**config.mk**
```make
export PLATFORM = sky130hd
export DESIGN_NAME = flash_write_protect_status_regs
export DESIGN_NICKNAME = d
export VERILOG_FILES = /design/src/hw/flash_wp_pkg.sv /design/src/hw/protect_decode.sv /design/src/hw/flash_write_protect_status_regs.sv
export SDC_FILE = /design/constraint.sdc
export NUM_CORES = 1
export LEC_CHECK = 0
export BUFFER_PORTS_ARGS = -buffer_cell sky130_fd_sc_hd__buf_4
export CAP_MARGIN = 25
export CORE_MARGIN = 3
export CORE_UTILIZATION = 35
export CTS_BUF_LIST = sky130_fd_sc_hd__clkbuf_16
export CTS_CLUSTER_DIAMETER = 30
export CTS_CLUSTER_SIZE = 25
export DETAILED_ROUTE_END_ITERATION = 6
export GPL_TIMING_DRIVEN = 0
export PLACE_DENSITY_LB_ADDON = 0.12
export SYNTH_ARGS = -nofsm -noshare
export SYNTH_HDL_FRONTEND = slang
export SYNTH_HIERARCHICAL = 1
export SYNTH_SLANG_ARGS = --single-unit
```
**constraint.sdc**
```tcl
create_clock -name i_clock -period 3.39 [get_ports i_clock]
set_input_delay 0.678 -clock i_clock [delete_from_list [all_inputs] [get_ports i_clock]]
set_output_delay 0.678 -clock i_clock [all_outputs]
set_load 0.03 [all_outputs]
```
**src/hw/flash_wp_pkg.sv**
```systemverilog
package flash_wp_pkg;
  // Command opcodes
  localparam logic [7:0] CMD_WRITE_ENABLE   = 8'h06;
  localparam logic [7:0] CMD_WRITE_DISABLE  = 8'h04;
  localparam logic [7:0] CMD_PAGE_PROG      = 8'h02;
  localparam logic [7:0] CMD_QUAD_PROG_A    = 8'h32;
  localparam logic [7:0] CMD_QUAD_PROG_B    = 8'h38;
  localparam logic [7:0] CMD_SECTOR_ERASE_A = 8'hd7;
  localparam logic [7:0] CMD_SECTOR_ERASE_B = 8'h20;
  localparam logic [7:0] CMD_HALF_BLK_ERASE = 8'h52;
  localparam logic [7:0] CMD_BLOCK_ERASE    = 8'hd8;
  localparam logic [7:0] CMD_CHIP_ERASE_A   = 8'hc7;
  localparam logic [7:0] CMD_CHIP_ERASE_B   = 8'h60;
  localparam logic [7:0] CMD_STATUS_WRITE   = 8'h01;
  localparam logic [7:0] CMD_FUNC_WRITE     = 8'h42;
  localparam logic [7:0] CMD_NV_READ_SET    = 8'h65;
  localparam logic [7:0] CMD_NV_EXT_SET     = 8'h85;
  localparam logic [7:0] CMD_INFO_ERASE     = 8'h64;
  localparam logic [7:0] CMD_INFO_PROG      = 8'h62;
  localparam logic [7:0] CMD_BOOT_WRITE     = 8'h15;
  localparam logic [7:0] CMD_V_READ_SET_A   = 8'hc0;
  localparam logic [7:0] CMD_V_READ_SET_B   = 8'h63;
  localparam logic [7:0] CMD_V_EXT_SET      = 8'h83;
  localparam logic [7:0] CMD_STATUS_READ    = 8'h05;
  localparam logic [7:0] CMD_FUNC_READ      = 8'h48;
  localparam logic [7:0] CMD_EXT_READ       = 8'h81;
  localparam logic [7:0] CMD_RESET_ENABLE   = 8'h66;
  localparam logic [7:0] CMD_RESET          = 8'h99;
  localparam logic [7:0] CMD_SUSPEND_A      = 8'h75;
  localparam logic [7:0] CMD_SUSPEND_B      = 8'hb0;
  localparam logic [7:0] CMD_RESUME_A       = 8'h7a;
  localparam logic [7:0] CMD_RESUME_B       = 8'h30;
  // Status register fields
  localparam int         ST_WIP  = 0;
  localparam int         ST_WEL  = 1;
  localparam int         ST_BP_LO = 2;
  localparam int         ST_QE   = 6;
  localparam int         ST_STATUS_WRITE_DISABLE = 7;
  localparam logic [7:0] STATUS_RESET = 8'h00;
  localparam logic [7:0] STATUS_NV_MASK = 8'hfc;
  // Function register fields
  localparam int         FN_RST_DIS = 0;
  localparam int         FN_PROGRAM_SUSPENDED    = 2;
  localparam int         FN_ERASE_SUSPENDED    = 3;
  localparam int         FN_IRL_LO  = 4;
  localparam logic [7:0] FUNC_OTP_MASK = 8'hf1;
  // Array geometry: 64KB blocks, 24-bit address
  localparam int         ADDR_W    = 24;
  localparam int         BLOCK_MSB = 20;
  localparam int         BLOCK_LSB = 16;
  localparam int         NUM_BLOCKS = 32;
  localparam int         IROW_SEL_LSB = 12;
  // Frame shape: opcode, then up to three address bytes or one data byte
  localparam int         BITS_PER_BYTE = 8;
  localparam int         MAX_FRAME_BITS = 32;

  typedef enum logic [1:0] {OP_NONE, OP_PROG, OP_ERASE, OP_REG} op_kind_t;
endpackage

```
**src/hw/protect_decode.sv**
```systemverilog
`timescale 1ns/100ps
`default_nettype none
module protect_decode
  import flash_wp_pkg::*;
(
  // Protection code and target block
  input  wire logic [3:0] i_code,
  input  wire logic [4:0] i_block,
  // Result
  output logic            o_protected
);
  always_comb begin
    case (i_code)
      4'h0, 4'hf: o_protected = 1'b0;
      4'h1:       o_protected = (i_block == 5'h1f);
      4'h2:       o_protected = (i_block >= 5'h1e);
      4'h3:       o_protected = (i_block >= 5'h1c);
      4'h4:       o_protected = (i_block >= 5'h18);
      4'h5:       o_protected = (i_block >= 5'h10);
      4'ha:       o_protected = (i_block <= 5'h0f);
      4'hb:       o_protected = (i_block <= 5'h07);
      4'hc:       o_protected = (i_block <= 5'h03);
      4'hd:       o_protected = (i_block <= 5'h01);
      4'he:       o_protected = (i_block == 5'h00);
      default:    o_protected = 1'b1;
    endcase
  end
endmodule
`default_nettype wire

```
**src/hw/flash_write_protect_status_regs.sv**
```systemverilog
`timescale 1ns/100ps
`default_nettype none
module flash_write_protect_status_regs
  import flash_wp_pkg::*;
#(
  parameter logic RST_DIS_DEFAULT = 1'b0
) (
  // Clock, reset, enable
  input  wire logic              i_clock,
  input  wire logic              i_reset,
  input  wire logic              i_enable,
  // Serial link pins (async to i_clock)
  input  wire logic              i_chip_enable_n,
  input  wire logic              i_serial_clock,
  input  wire logic              i_serial_in,
  input  wire logic              i_write_protect_n,
  // Operation engine handshake (same clock)
  input  wire logic              i_op_done,
  input  wire logic              i_op_suspended,
  input  wire logic              i_op_resumed,
  // Operation launch
  output logic                   o_op_start,
  output op_kind_t               o_op_kind,
  output logic [ADDR_W-1:0]      o_op_addr,
  output logic [7:0]             o_op_cmd,
  // Register views and pin function
  output logic [7:0]             o_status,
  output logic [7:0]             o_function,
  output logic                   o_quad_mode,
  output logic                   o_hold_reset_shared
);
  // Frame decode and block decode are written for this geometry only
  if (NUM_BLOCKS != 32 || MAX_FRAME_BITS != 32 || ADDR_W != 24) begin : g_bad_geometry
    $error("frame or block geometry not served");
  end

  // Pin synchronisers
  logic [1:0] ce_s_r, sck_s_r, si_s_r, wp_s_r;
  logic       sck_d_r;
  always_ff @(posedge i_clock) begin
    if (i_reset) begin
      ce_s_r  <= 2'h3;
      sck_s_r <= 2'h0;
      si_s_r  <= 2'h0;
      wp_s_r  <= 2'h3;
      sck_d_r <= 1'b0;
    end else if (i_enable) begin
      ce_s_r  <= {ce_s_r[0], i_chip_enable_n};
      sck_s_r <= {sck_s_r[0], i_serial_clock};
      si_s_r  <= {si_s_r[0], i_serial_in};
      wp_s_r  <= {wp_s_r[0], i_write_protect_n};
      sck_d_r <= sck_s_r[1];
    end
  end
  logic ce_n, sck_rise, si, wp_n;
  assign ce_n     = ce_s_r[1];
  assign si       = si_s_r[1];
  assign wp_n     = wp_s_r[1];
  assign sck_rise = sck_s_r[1] & ~sck_d_r & ~ce_n;

  // Frame shifter: last 32 bits of a frame kept, acted on at chip-enable rise
  logic [MAX_FRAME_BITS-1:0] shift_r;
  logic [5:0]                nbits_r;
  logic                      ce_n_d_r;
  always_ff @(posedge i_clock) begin
    if (i_reset) begin
      shift_r  <= '0;
      nbits_r  <= 6'h00;
      ce_n_d_r <= 1'b1;
    end else if (i_enable) begin
      ce_n_d_r <= ce_n;
      if (ce_n) begin
        nbits_r <= 6'h00;
      end else if (sck_rise) begin
        shift_r <= {shift_r[MAX_FRAME_BITS-2:0], si};
        if (nbits_r != 6'h3f) nbits_r <= nbits_r + 6'h01;
      end
    end
  end
  logic frame_end;
  assign frame_end = ce_n & ~ce_n_d_r;

  // Frame decode
  logic [7:0]        cmd;
  logic [7:0]        data_byte;
  logic [ADDR_W-1:0] addr;
  logic              has_addr;
  logic              has_data;
  always_comb begin
    cmd       = 8'h00;
    data_byte = 8'h00;
    addr      = '0;
    has_addr  = 1'b0;
    has_data  = 1'b0;
    if (nbits_r >= 6'd32) begin
      cmd      = shift_r[31:24];
      addr     = shift_r[23:0];
      has_addr = 1'b1;
    end else if (nbits_r >= 6'd16) begin
      cmd       = shift_r[15:8];
      data_byte = shift_r[7:0];
      has_data  = 1'b1;
    end else if (nbits_r >= 6'd8) begin
      cmd = shift_r[7:0];
    end
  end

  function automatic logic is_prog(input logic [7:0] c);
    return c == CMD_PAGE_PROG || c == CMD_QUAD_PROG_A || c == CMD_QUAD_PROG_B;
  endfunction
  function automatic logic is_erase(input logic [7:0] c);
    return c == CMD_SECTOR_ERASE_A || c == CMD_SECTOR_ERASE_B || c == CMD_HALF_BLK_ERASE ||
           c == CMD_BLOCK_ERASE;
  endfunction
  function automatic logic is_chip_erase(input logic [7:0] c);
    return c == CMD_CHIP_ERASE_A || c == CMD_CHIP_ERASE_B;
  endfunction
  function automatic logic is_nv_reg(input logic [7:0] c);
    return c == CMD_STATUS_WRITE || c == CMD_FUNC_WRITE || c == CMD_NV_READ_SET ||
           c == CMD_NV_EXT_SET || c == CMD_BOOT_WRITE;
  endfunction
  function automatic logic is_busy_ok(input logic [7:0] c);
    return c == CMD_STATUS_READ || c == CMD_FUNC_READ || c == CMD_EXT_READ ||
           c == CMD_RESET_ENABLE || c == CMD_RESET || c == CMD_SUSPEND_A || c == CMD_SUSPEND_B;
  endfunction

  // Registers
  logic       wel_r, wip_r;
  logic [3:0] bp_r;
  logic       qe_r, status_write_disable_r;
  logic       rst_dis_r, program_suspended_r, erase_suspended_r;
  logic [3:0] irl_r;
  logic       rst_dis_loaded_r;
  op_kind_t   running_r;

  logic [3:0] irow_sel;
  logic       blk_prot, bp_zero, hw_locked;
  assign irow_sel  = 4'h1 << addr[IROW_SEL_LSB +: 2];
  assign bp_zero   = (bp_r == 4'h0);
  assign hw_locked = status_write_disable_r & ~wp_n;

  protect_decode u_decode (
    .i_code      (bp_r),
    .i_block     (addr[BLOCK_MSB:BLOCK_LSB]),
    .o_protected (blk_prot)
  );

  // Command acceptance
  logic gated, accept_cmd, go_prog, go_erase, go_reg, go_any, is_ce;
  always_comb begin
    is_ce    = is_chip_erase(cmd);
    gated    = is_prog(cmd) || is_erase(cmd) || is_ce || is_nv_reg(cmd) ||
               cmd == CMD_INFO_PROG || cmd == CMD_INFO_ERASE; // Volatile sets left out
    accept_cmd = frame_end && nbits_r >= 6'd8 && (!wip_r || is_busy_ok(cmd));
    go_prog  = accept_cmd && wel_r && is_prog(cmd) && has_addr && !blk_prot;
    go_prog  = go_prog || (accept_cmd && wel_r && cmd == CMD_INFO_PROG && has_addr &&
               (irow_sel & irl_r) == 4'h0);
    go_erase = accept_cmd && wel_r && ((is_erase(cmd) && has_addr && !blk_prot) ||
               (is_ce && bp_zero) || (cmd == CMD_INFO_ERASE && has_addr));
    go_reg   = accept_cmd && wel_r && has_data && is_nv_reg(cmd) &&
               !(cmd == CMD_STATUS_WRITE && hw_locked);
    go_any   = go_prog || go_erase || go_reg;
  end

  // Write-enable latch
  always_ff @(posedge i_clock) begin
    if (i_reset) begin
      wel_r <= 1'b0;
    end else if (i_enable) begin
      if (accept_cmd && cmd == CMD_WRITE_ENABLE) begin
        wel_r <= 1'b1;
      end else if (accept_cmd && cmd == CMD_WRITE_DISABLE) begin
        wel_r <= 1'b0;
      end else if (wip_r && i_op_done) begin
        wel_r <= 1'b0;
      end
    end
  end

  // Busy flag and running operation
  always_ff @(posedge i_clock) begin
    if (i_reset) begin
      wip_r     <= 1'b0;
      running_r <= OP_NONE;
    end else if (i_enable) begin
      if (go_any) begin
        wip_r     <= 1'b1;
        running_r <= go_prog ? OP_PROG : (go_erase ? OP_ERASE : OP_REG);
      end else if (wip_r && (i_op_done || i_op_suspended)) begin
        wip_r     <= 1'b0;
        running_r <= i_op_done ? OP_NONE : running_r;
      end else if (i_op_resumed && (program_suspended_r || erase_suspended_r)) begin
        wip_r <= 1'b1;
      end
    end
  end

  // Status register non-volatile bits
  always_ff @(posedge i_clock) begin
    if (i_reset) begin
      {status_write_disable_r, qe_r, bp_r} <= STATUS_RESET[7:2];
    end else if (i_enable && go_reg && cmd == CMD_STATUS_WRITE) begin
      {status_write_disable_r, qe_r, bp_r} <= data_byte[ST_STATUS_WRITE_DISABLE:ST_BP_LO];
    end
  end

  // Function register one-time bits and suspend flags
  always_ff @(posedge i_clock) begin
    if (i_reset) begin
      rst_dis_loaded_r <= 1'b0;
      rst_dis_r        <= 1'b0;
      irl_r            <= 4'h0;
      program_suspended_r           <= 1'b0;
      erase_suspended_r           <= 1'b0;
    end else if (i_enable) begin
      if (!rst_dis_loaded_r) begin
        rst_dis_loaded_r <= 1'b1;
        rst_dis_r        <= RST_DIS_DEFAULT;
      end else if (go_reg && cmd == CMD_FUNC_WRITE) begin
        rst_dis_r <= rst_dis_r | data_byte[FN_RST_DIS];
      end
      if (go_reg && cmd == CMD_FUNC_WRITE) begin
        irl_r <= irl_r | data_byte[FN_IRL_LO +: 4];
      end
      if (i_op_suspended && running_r == OP_PROG) program_suspended_r <= 1'b1;
      else if (i_op_resumed) program_suspended_r <= 1'b0;
      if (i_op_suspended && running_r == OP_ERASE) erase_suspended_r <= 1'b1;
      else if (i_op_resumed) erase_suspended_r <= 1'b0;
    end
  end

  // Operation launch outputs, registered
  always_ff @(posedge i_clock) begin
    if (i_reset) begin
      o_op_start <= 1'b0;
      o_op_kind  <= OP_NONE;
      o_op_addr  <= '0;
      o_op_cmd   <= 8'h00;
    end else if (i_enable) begin
      o_op_start <= go_any;
      if (go_any) begin
        o_op_kind <= go_prog ? OP_PROG : (go_erase ? OP_ERASE : OP_REG);
        o_op_addr <= addr;
        o_op_cmd  <= cmd;
      end
    end
  end

  assign o_status = {status_write_disable_r, qe_r, bp_r, wel_r, wip_r};
  assign o_function = {irl_r, erase_suspended_r, program_suspended_r, 1'b0, rst_dis_r};
  assign o_quad_mode = qe_r;
  assign o_hold_reset_shared = rst_dis_r & ~qe_r;

  property p_wel_set;
    @(posedge i_clock) disable iff (i_reset)
      (i_enable && accept_cmd && cmd == CMD_WRITE_ENABLE) |=> wel_r;
  endproperty
  a_wel_set: assert property (p_wel_set) else $error("latch not set");

  property p_gate;
    @(posedge i_clock) disable iff (i_reset)
      (i_enable && !wel_r) |=> !o_op_start;
  endproperty
  a_gate: assert property (p_gate) else $error("launch without latch");

  property p_wel_clr;
    @(posedge i_clock) disable iff (i_reset)
      (i_enable && accept_cmd && cmd == CMD_WRITE_DISABLE) |=> !wel_r;
  endproperty
  a_wel_clr: assert property (p_wel_clr) else $error("latch not cleared");

  property p_done_clr;
    @(posedge i_clock) disable iff (i_reset)
      (i_enable && wip_r && i_op_done && !accept_cmd) |=> !wel_r && !wip_r;
  endproperty
  a_done_clr: assert property (p_done_clr) else $error("done left latch");

  property p_prot;
    @(posedge i_clock) disable iff (i_reset)
      (i_enable && accept_cmd && is_prog(cmd) && blk_prot) |=> !o_op_start;
  endproperty
  a_prot: assert property (p_prot) else $error("protected program launched");

  property p_ce;
    @(posedge i_clock) disable iff (i_reset)
      (i_enable && accept_cmd && is_ce && !bp_zero) |=> !o_op_start && $stable(wel_r);
  endproperty
  a_ce: assert property (p_ce) else $error("chip erase not ignored");

  property p_hw;
    @(posedge i_clock) disable iff (i_reset)
      (i_enable && hw_locked) |=> $stable(o_status[7:2]);
  endproperty
  a_hw: assert property (p_hw) else $error("locked status changed");

  property p_otp;
    @(posedge i_clock) disable iff (i_reset)
      rst_dis_loaded_r |=> (irl_r & $past(irl_r)) == $past(irl_r);
  endproperty
  a_otp: assert property (p_otp) else $error("lock bit cleared");

  property p_busy;
    @(posedge i_clock) disable iff (i_reset)
      (i_enable && wip_r && frame_end && !is_busy_ok(cmd) && !i_op_done) |=> $stable(wel_r) && !o_op_start;
  endproperty
  a_busy: assert property (p_busy) else $error("busy command acted");

  // A refused gated command may not touch the latch, protection bits or busy flag
  property p_reject;
    @(posedge i_clock) disable iff (i_reset)
      (i_enable && accept_cmd && gated && !go_any && !i_op_resumed) |=> $stable(o_status) && !o_op_start;
  endproperty
  a_reject: assert property (p_reject) else $error("refused command acted");

  c_prog: cover property (@(posedge i_clock) disable iff (i_reset) o_op_start && o_op_kind == OP_PROG);
  c_erase: cover property (@(posedge i_clock) disable iff (i_reset) o_op_start && o_op_kind == OP_ERASE);
  c_program_suspended: cover property (@(posedge i_clock) disable iff (i_reset) program_suspended_r);
  c_lock: cover property (@(posedge i_clock) disable iff (i_reset) hw_locked && frame_end);
endmodule
`default_nettype wire

```
==> reports/results.ini <==
[logic_synthesis]
synth_edf_count = 0
synthFlopType = dfxtp_1
synth.area.top_cells = dfxtp_1 42%, nand2_1 7.0%, a21oi_1 5.7%, a22o_1 4.7%, nor2_1 2.6%
syn_nets = 552
syn_inst = 540
synth.top_cell.area_share_pct = 42.06
synth_top_cell_by_area = dfxtp_1
synth_area_um2 = 4807
synth-seq-cells = 101
synth_cell_type_count = 75
ys_seq_area_share_pct = 42.06
async_flop_share_pct = 0
ys_warn_count = 6
synth.avg_cell_area_um2 = 8.902

[timing]
setup_violations = 0
drv_slew = 0
fin_tns_setup_ns = 0
hold_viol_final = 0
worst_pin_slew_ns = 0.7459
finalCritPeriodShare_pct = 97.03
whs_ns = 0.4619
relSlewSlack_pct = 50.27
period_minus_slack_ns = 3.289
fmax_ghz = 0.3040
rsz0062_at_grt = no
skew_ns = 0.007555

[placed_design]
dp_cells = 777
place_congestion = 0.9103
dp_hpwl_mm = 10.60
numPortBuffers = 60

[global_route]
grtUsageTotal_pct = 19.06
grt_pass1_wl_mm = 22.00
grt_antenna_before_repair = 0
grt_pass1_vias = 4082
grt-ovfl-total = 0
grt_max_degree = 19

[die]
die_y_um = 123.2
std_cell_rows = 42
core_area_um2 = 13350
initial_utilization_pct = 36.01
die_w_um = 123.2
dieArea_um2 = 15180
boundaryPins = 63

[pwr]
fin_total_pwr_mw = 2.366
p_per_area_nw_per_um2 = 402.3
leakage_nw = 2.226
peakVddDrop_mv = 0.3077

[clock_tree]
numCtsBuffers = 9
path_clk_slew_ns = 0.07
clock_sinks = 101
htreeDepth = 3
root_buffer = clkbuf_16
cts_tree = done
clk-insertion-delay-late_ns = 0.36
cts_buffer_depth = 2

[routing]
num_vias = 4221
wire_per_inst_um = 17.59
finalWirelength_mm = 14.06
drc = 0
postRouteAntennaNets = 0
firstDrtPassIters = 4
viasPerCell = 5.283
dr.first_iter.drc_count = 266

[critical_path]
crit_chain = nand3b_1, a22oi_1, nand4_1, a311oi_1, o311ai_1, a221oi_2, a211oi_4, buf_4, buf_6, a22o_1
endpoint_kind = flop
start_kind = flop
critPathMaxStageDelay_ns = 0.57
crit_family = compound AO/OA/AOI/OAI gates
timing_worst_setup_path_type = reg2reg
cp_slowest_cell = dfxtp_1
r2r_setup_slack_ns = 0.10
cp.required_ns = 3.64
cp_max_fo = 10
crit_buf_inv = 2
arrival_ns = 3.54

[run_status]
status = finished clean

[layout]
drive_gt1_share_pct = 22.79
multiInputGateArea_um2 = 2525
regArea_um2 = 2022
instances_no_fill = 799
final_util_pct = 44.06
fillers = 1351
antenna_cells = 0
area_growth_pct = 22.33
layout.nets = 630

[run]
cap_violations = 0

[hold_path]
worst_hold_path_type = reg2reg

==> state kept, by name, indices dropped and copies added (netlist names), 2 cells and up <==
register and count:
bp_r 4, ce_s_r 2, irl_r 4, nbits_r 6
o_op_addr 24, o_op_cmd 8, o_op_kind 2, running_r 2
sck_s_r 2, shift_r 32, si_s_r 2, wp_s_r 2
==> layout by cell type (no fill, tap or decap), drive strengths merged, types with 3 or more instances in the layout <==
cell	instances
a21o	3
a211oi	3
mux2i	11
xnor2	4
a41oi	5
nor2	33
nand2	90
and2	8
dfxtp	101
nand3	7
nor2b	9
o2bb2ai	5
a22o	27
a21oi	59
nand2b	13
nor4	9
nand4	4
o21ai	17
a22oi	7
inv	21
nand3b	8
nor3	9
a211o	4
buf	88
o32ai	5
nand4b	3
clkbuf	27
==> report_power, final <==
part           switching (mW)  internal [mW]  leakage (nW)
logic                  0.0537         0.0298          1.26
clock network           0.498          0.585         0.150
registers             0.00521           1.19         0.816
==> path summary, 6_finish.rpt <==
kind / start / end / depth (start not counted)
setup / recovery: shift_r[4] / o_op_addr[15] / 10
setup reg to reg: shift_r[4] / o_op_addr[15] / 10
hold reg to reg: ce_s_r[0] / ce_s_r[1] / 1
hold / removal: ce_s_r[0] / ce_s_r[1] / 1
==> layer usage <==
| layer | GRT usage [%] | up-vias | share of wire, % |
|---|---|---|---|
| met4 | 7.543 | 0 | 2.6 |
| li1 | - | 2092 | - |
| met2 | 31.67 | 96 | 47 |
| met5 | 0 | - | 0 |
| met3 | 4.300 | 24 | 4.4 |
| met1 | 23.98 | 2009 | 46 |
==> synthesized netlist by cell type (all sizes together) (7+ instances only) <==
library cell  instances
dfxtp               101
nand2                90
a21oi                59
nor2                 33
a22o                 27
buf                  22
clkbuf               18
inv                  17
o21ai                17
nand2b               13
mux2i                11
nor2b                 9
nor3                  9
nor4                  9
and2                  8
nand3b                8
a22oi                 7
nand3                 7
==> stage by stage <==
step	worst slack (ns)	instance area, um^2
2_1_floorplan	0.5043	4807
3_3_place_gp	-0.1867	5478
3_5_place_dp	-0.1973	5488
4_1_cts	0.02760	5832
5_1_grt	0.0005020	5881
6_report	0.1005	5881
==> kinds of logic after synthesis <==
family | count (synthesis) | synth area share (%)
multiplexers | 13 | 2.993
XOR/XNOR | 4 | 0.7287
AO/OA/AOI/OAI | 159 | 25.66
AND/OR/NAND/NOR | 203 | 21.84
flip-flops | 101 | 42.06
buffers and inverters | 57 | 6.116
adder cells (fa/ha/maj) | 2 | 0.5205
other | 1 | 0.07801
==> layout make-up <==
type	count	area share, %
sequential	101	34.38
clock inverter	7	1.362
timing repair buffer	67	8.660
multi-input combinational	382	42.94
tap	176	3.745
clock buffer	9	3.830
inverter	17	1.085
buffer	40	4.000
==> what timing repair did <==
item,CTS,global route
buffers inserted,4,2
gates resized for setup,2,10
hold buffers,0,0
endpoints found under the setup margin,20,32
pin swaps,2,2
Power figures use the tool's default switching activity.
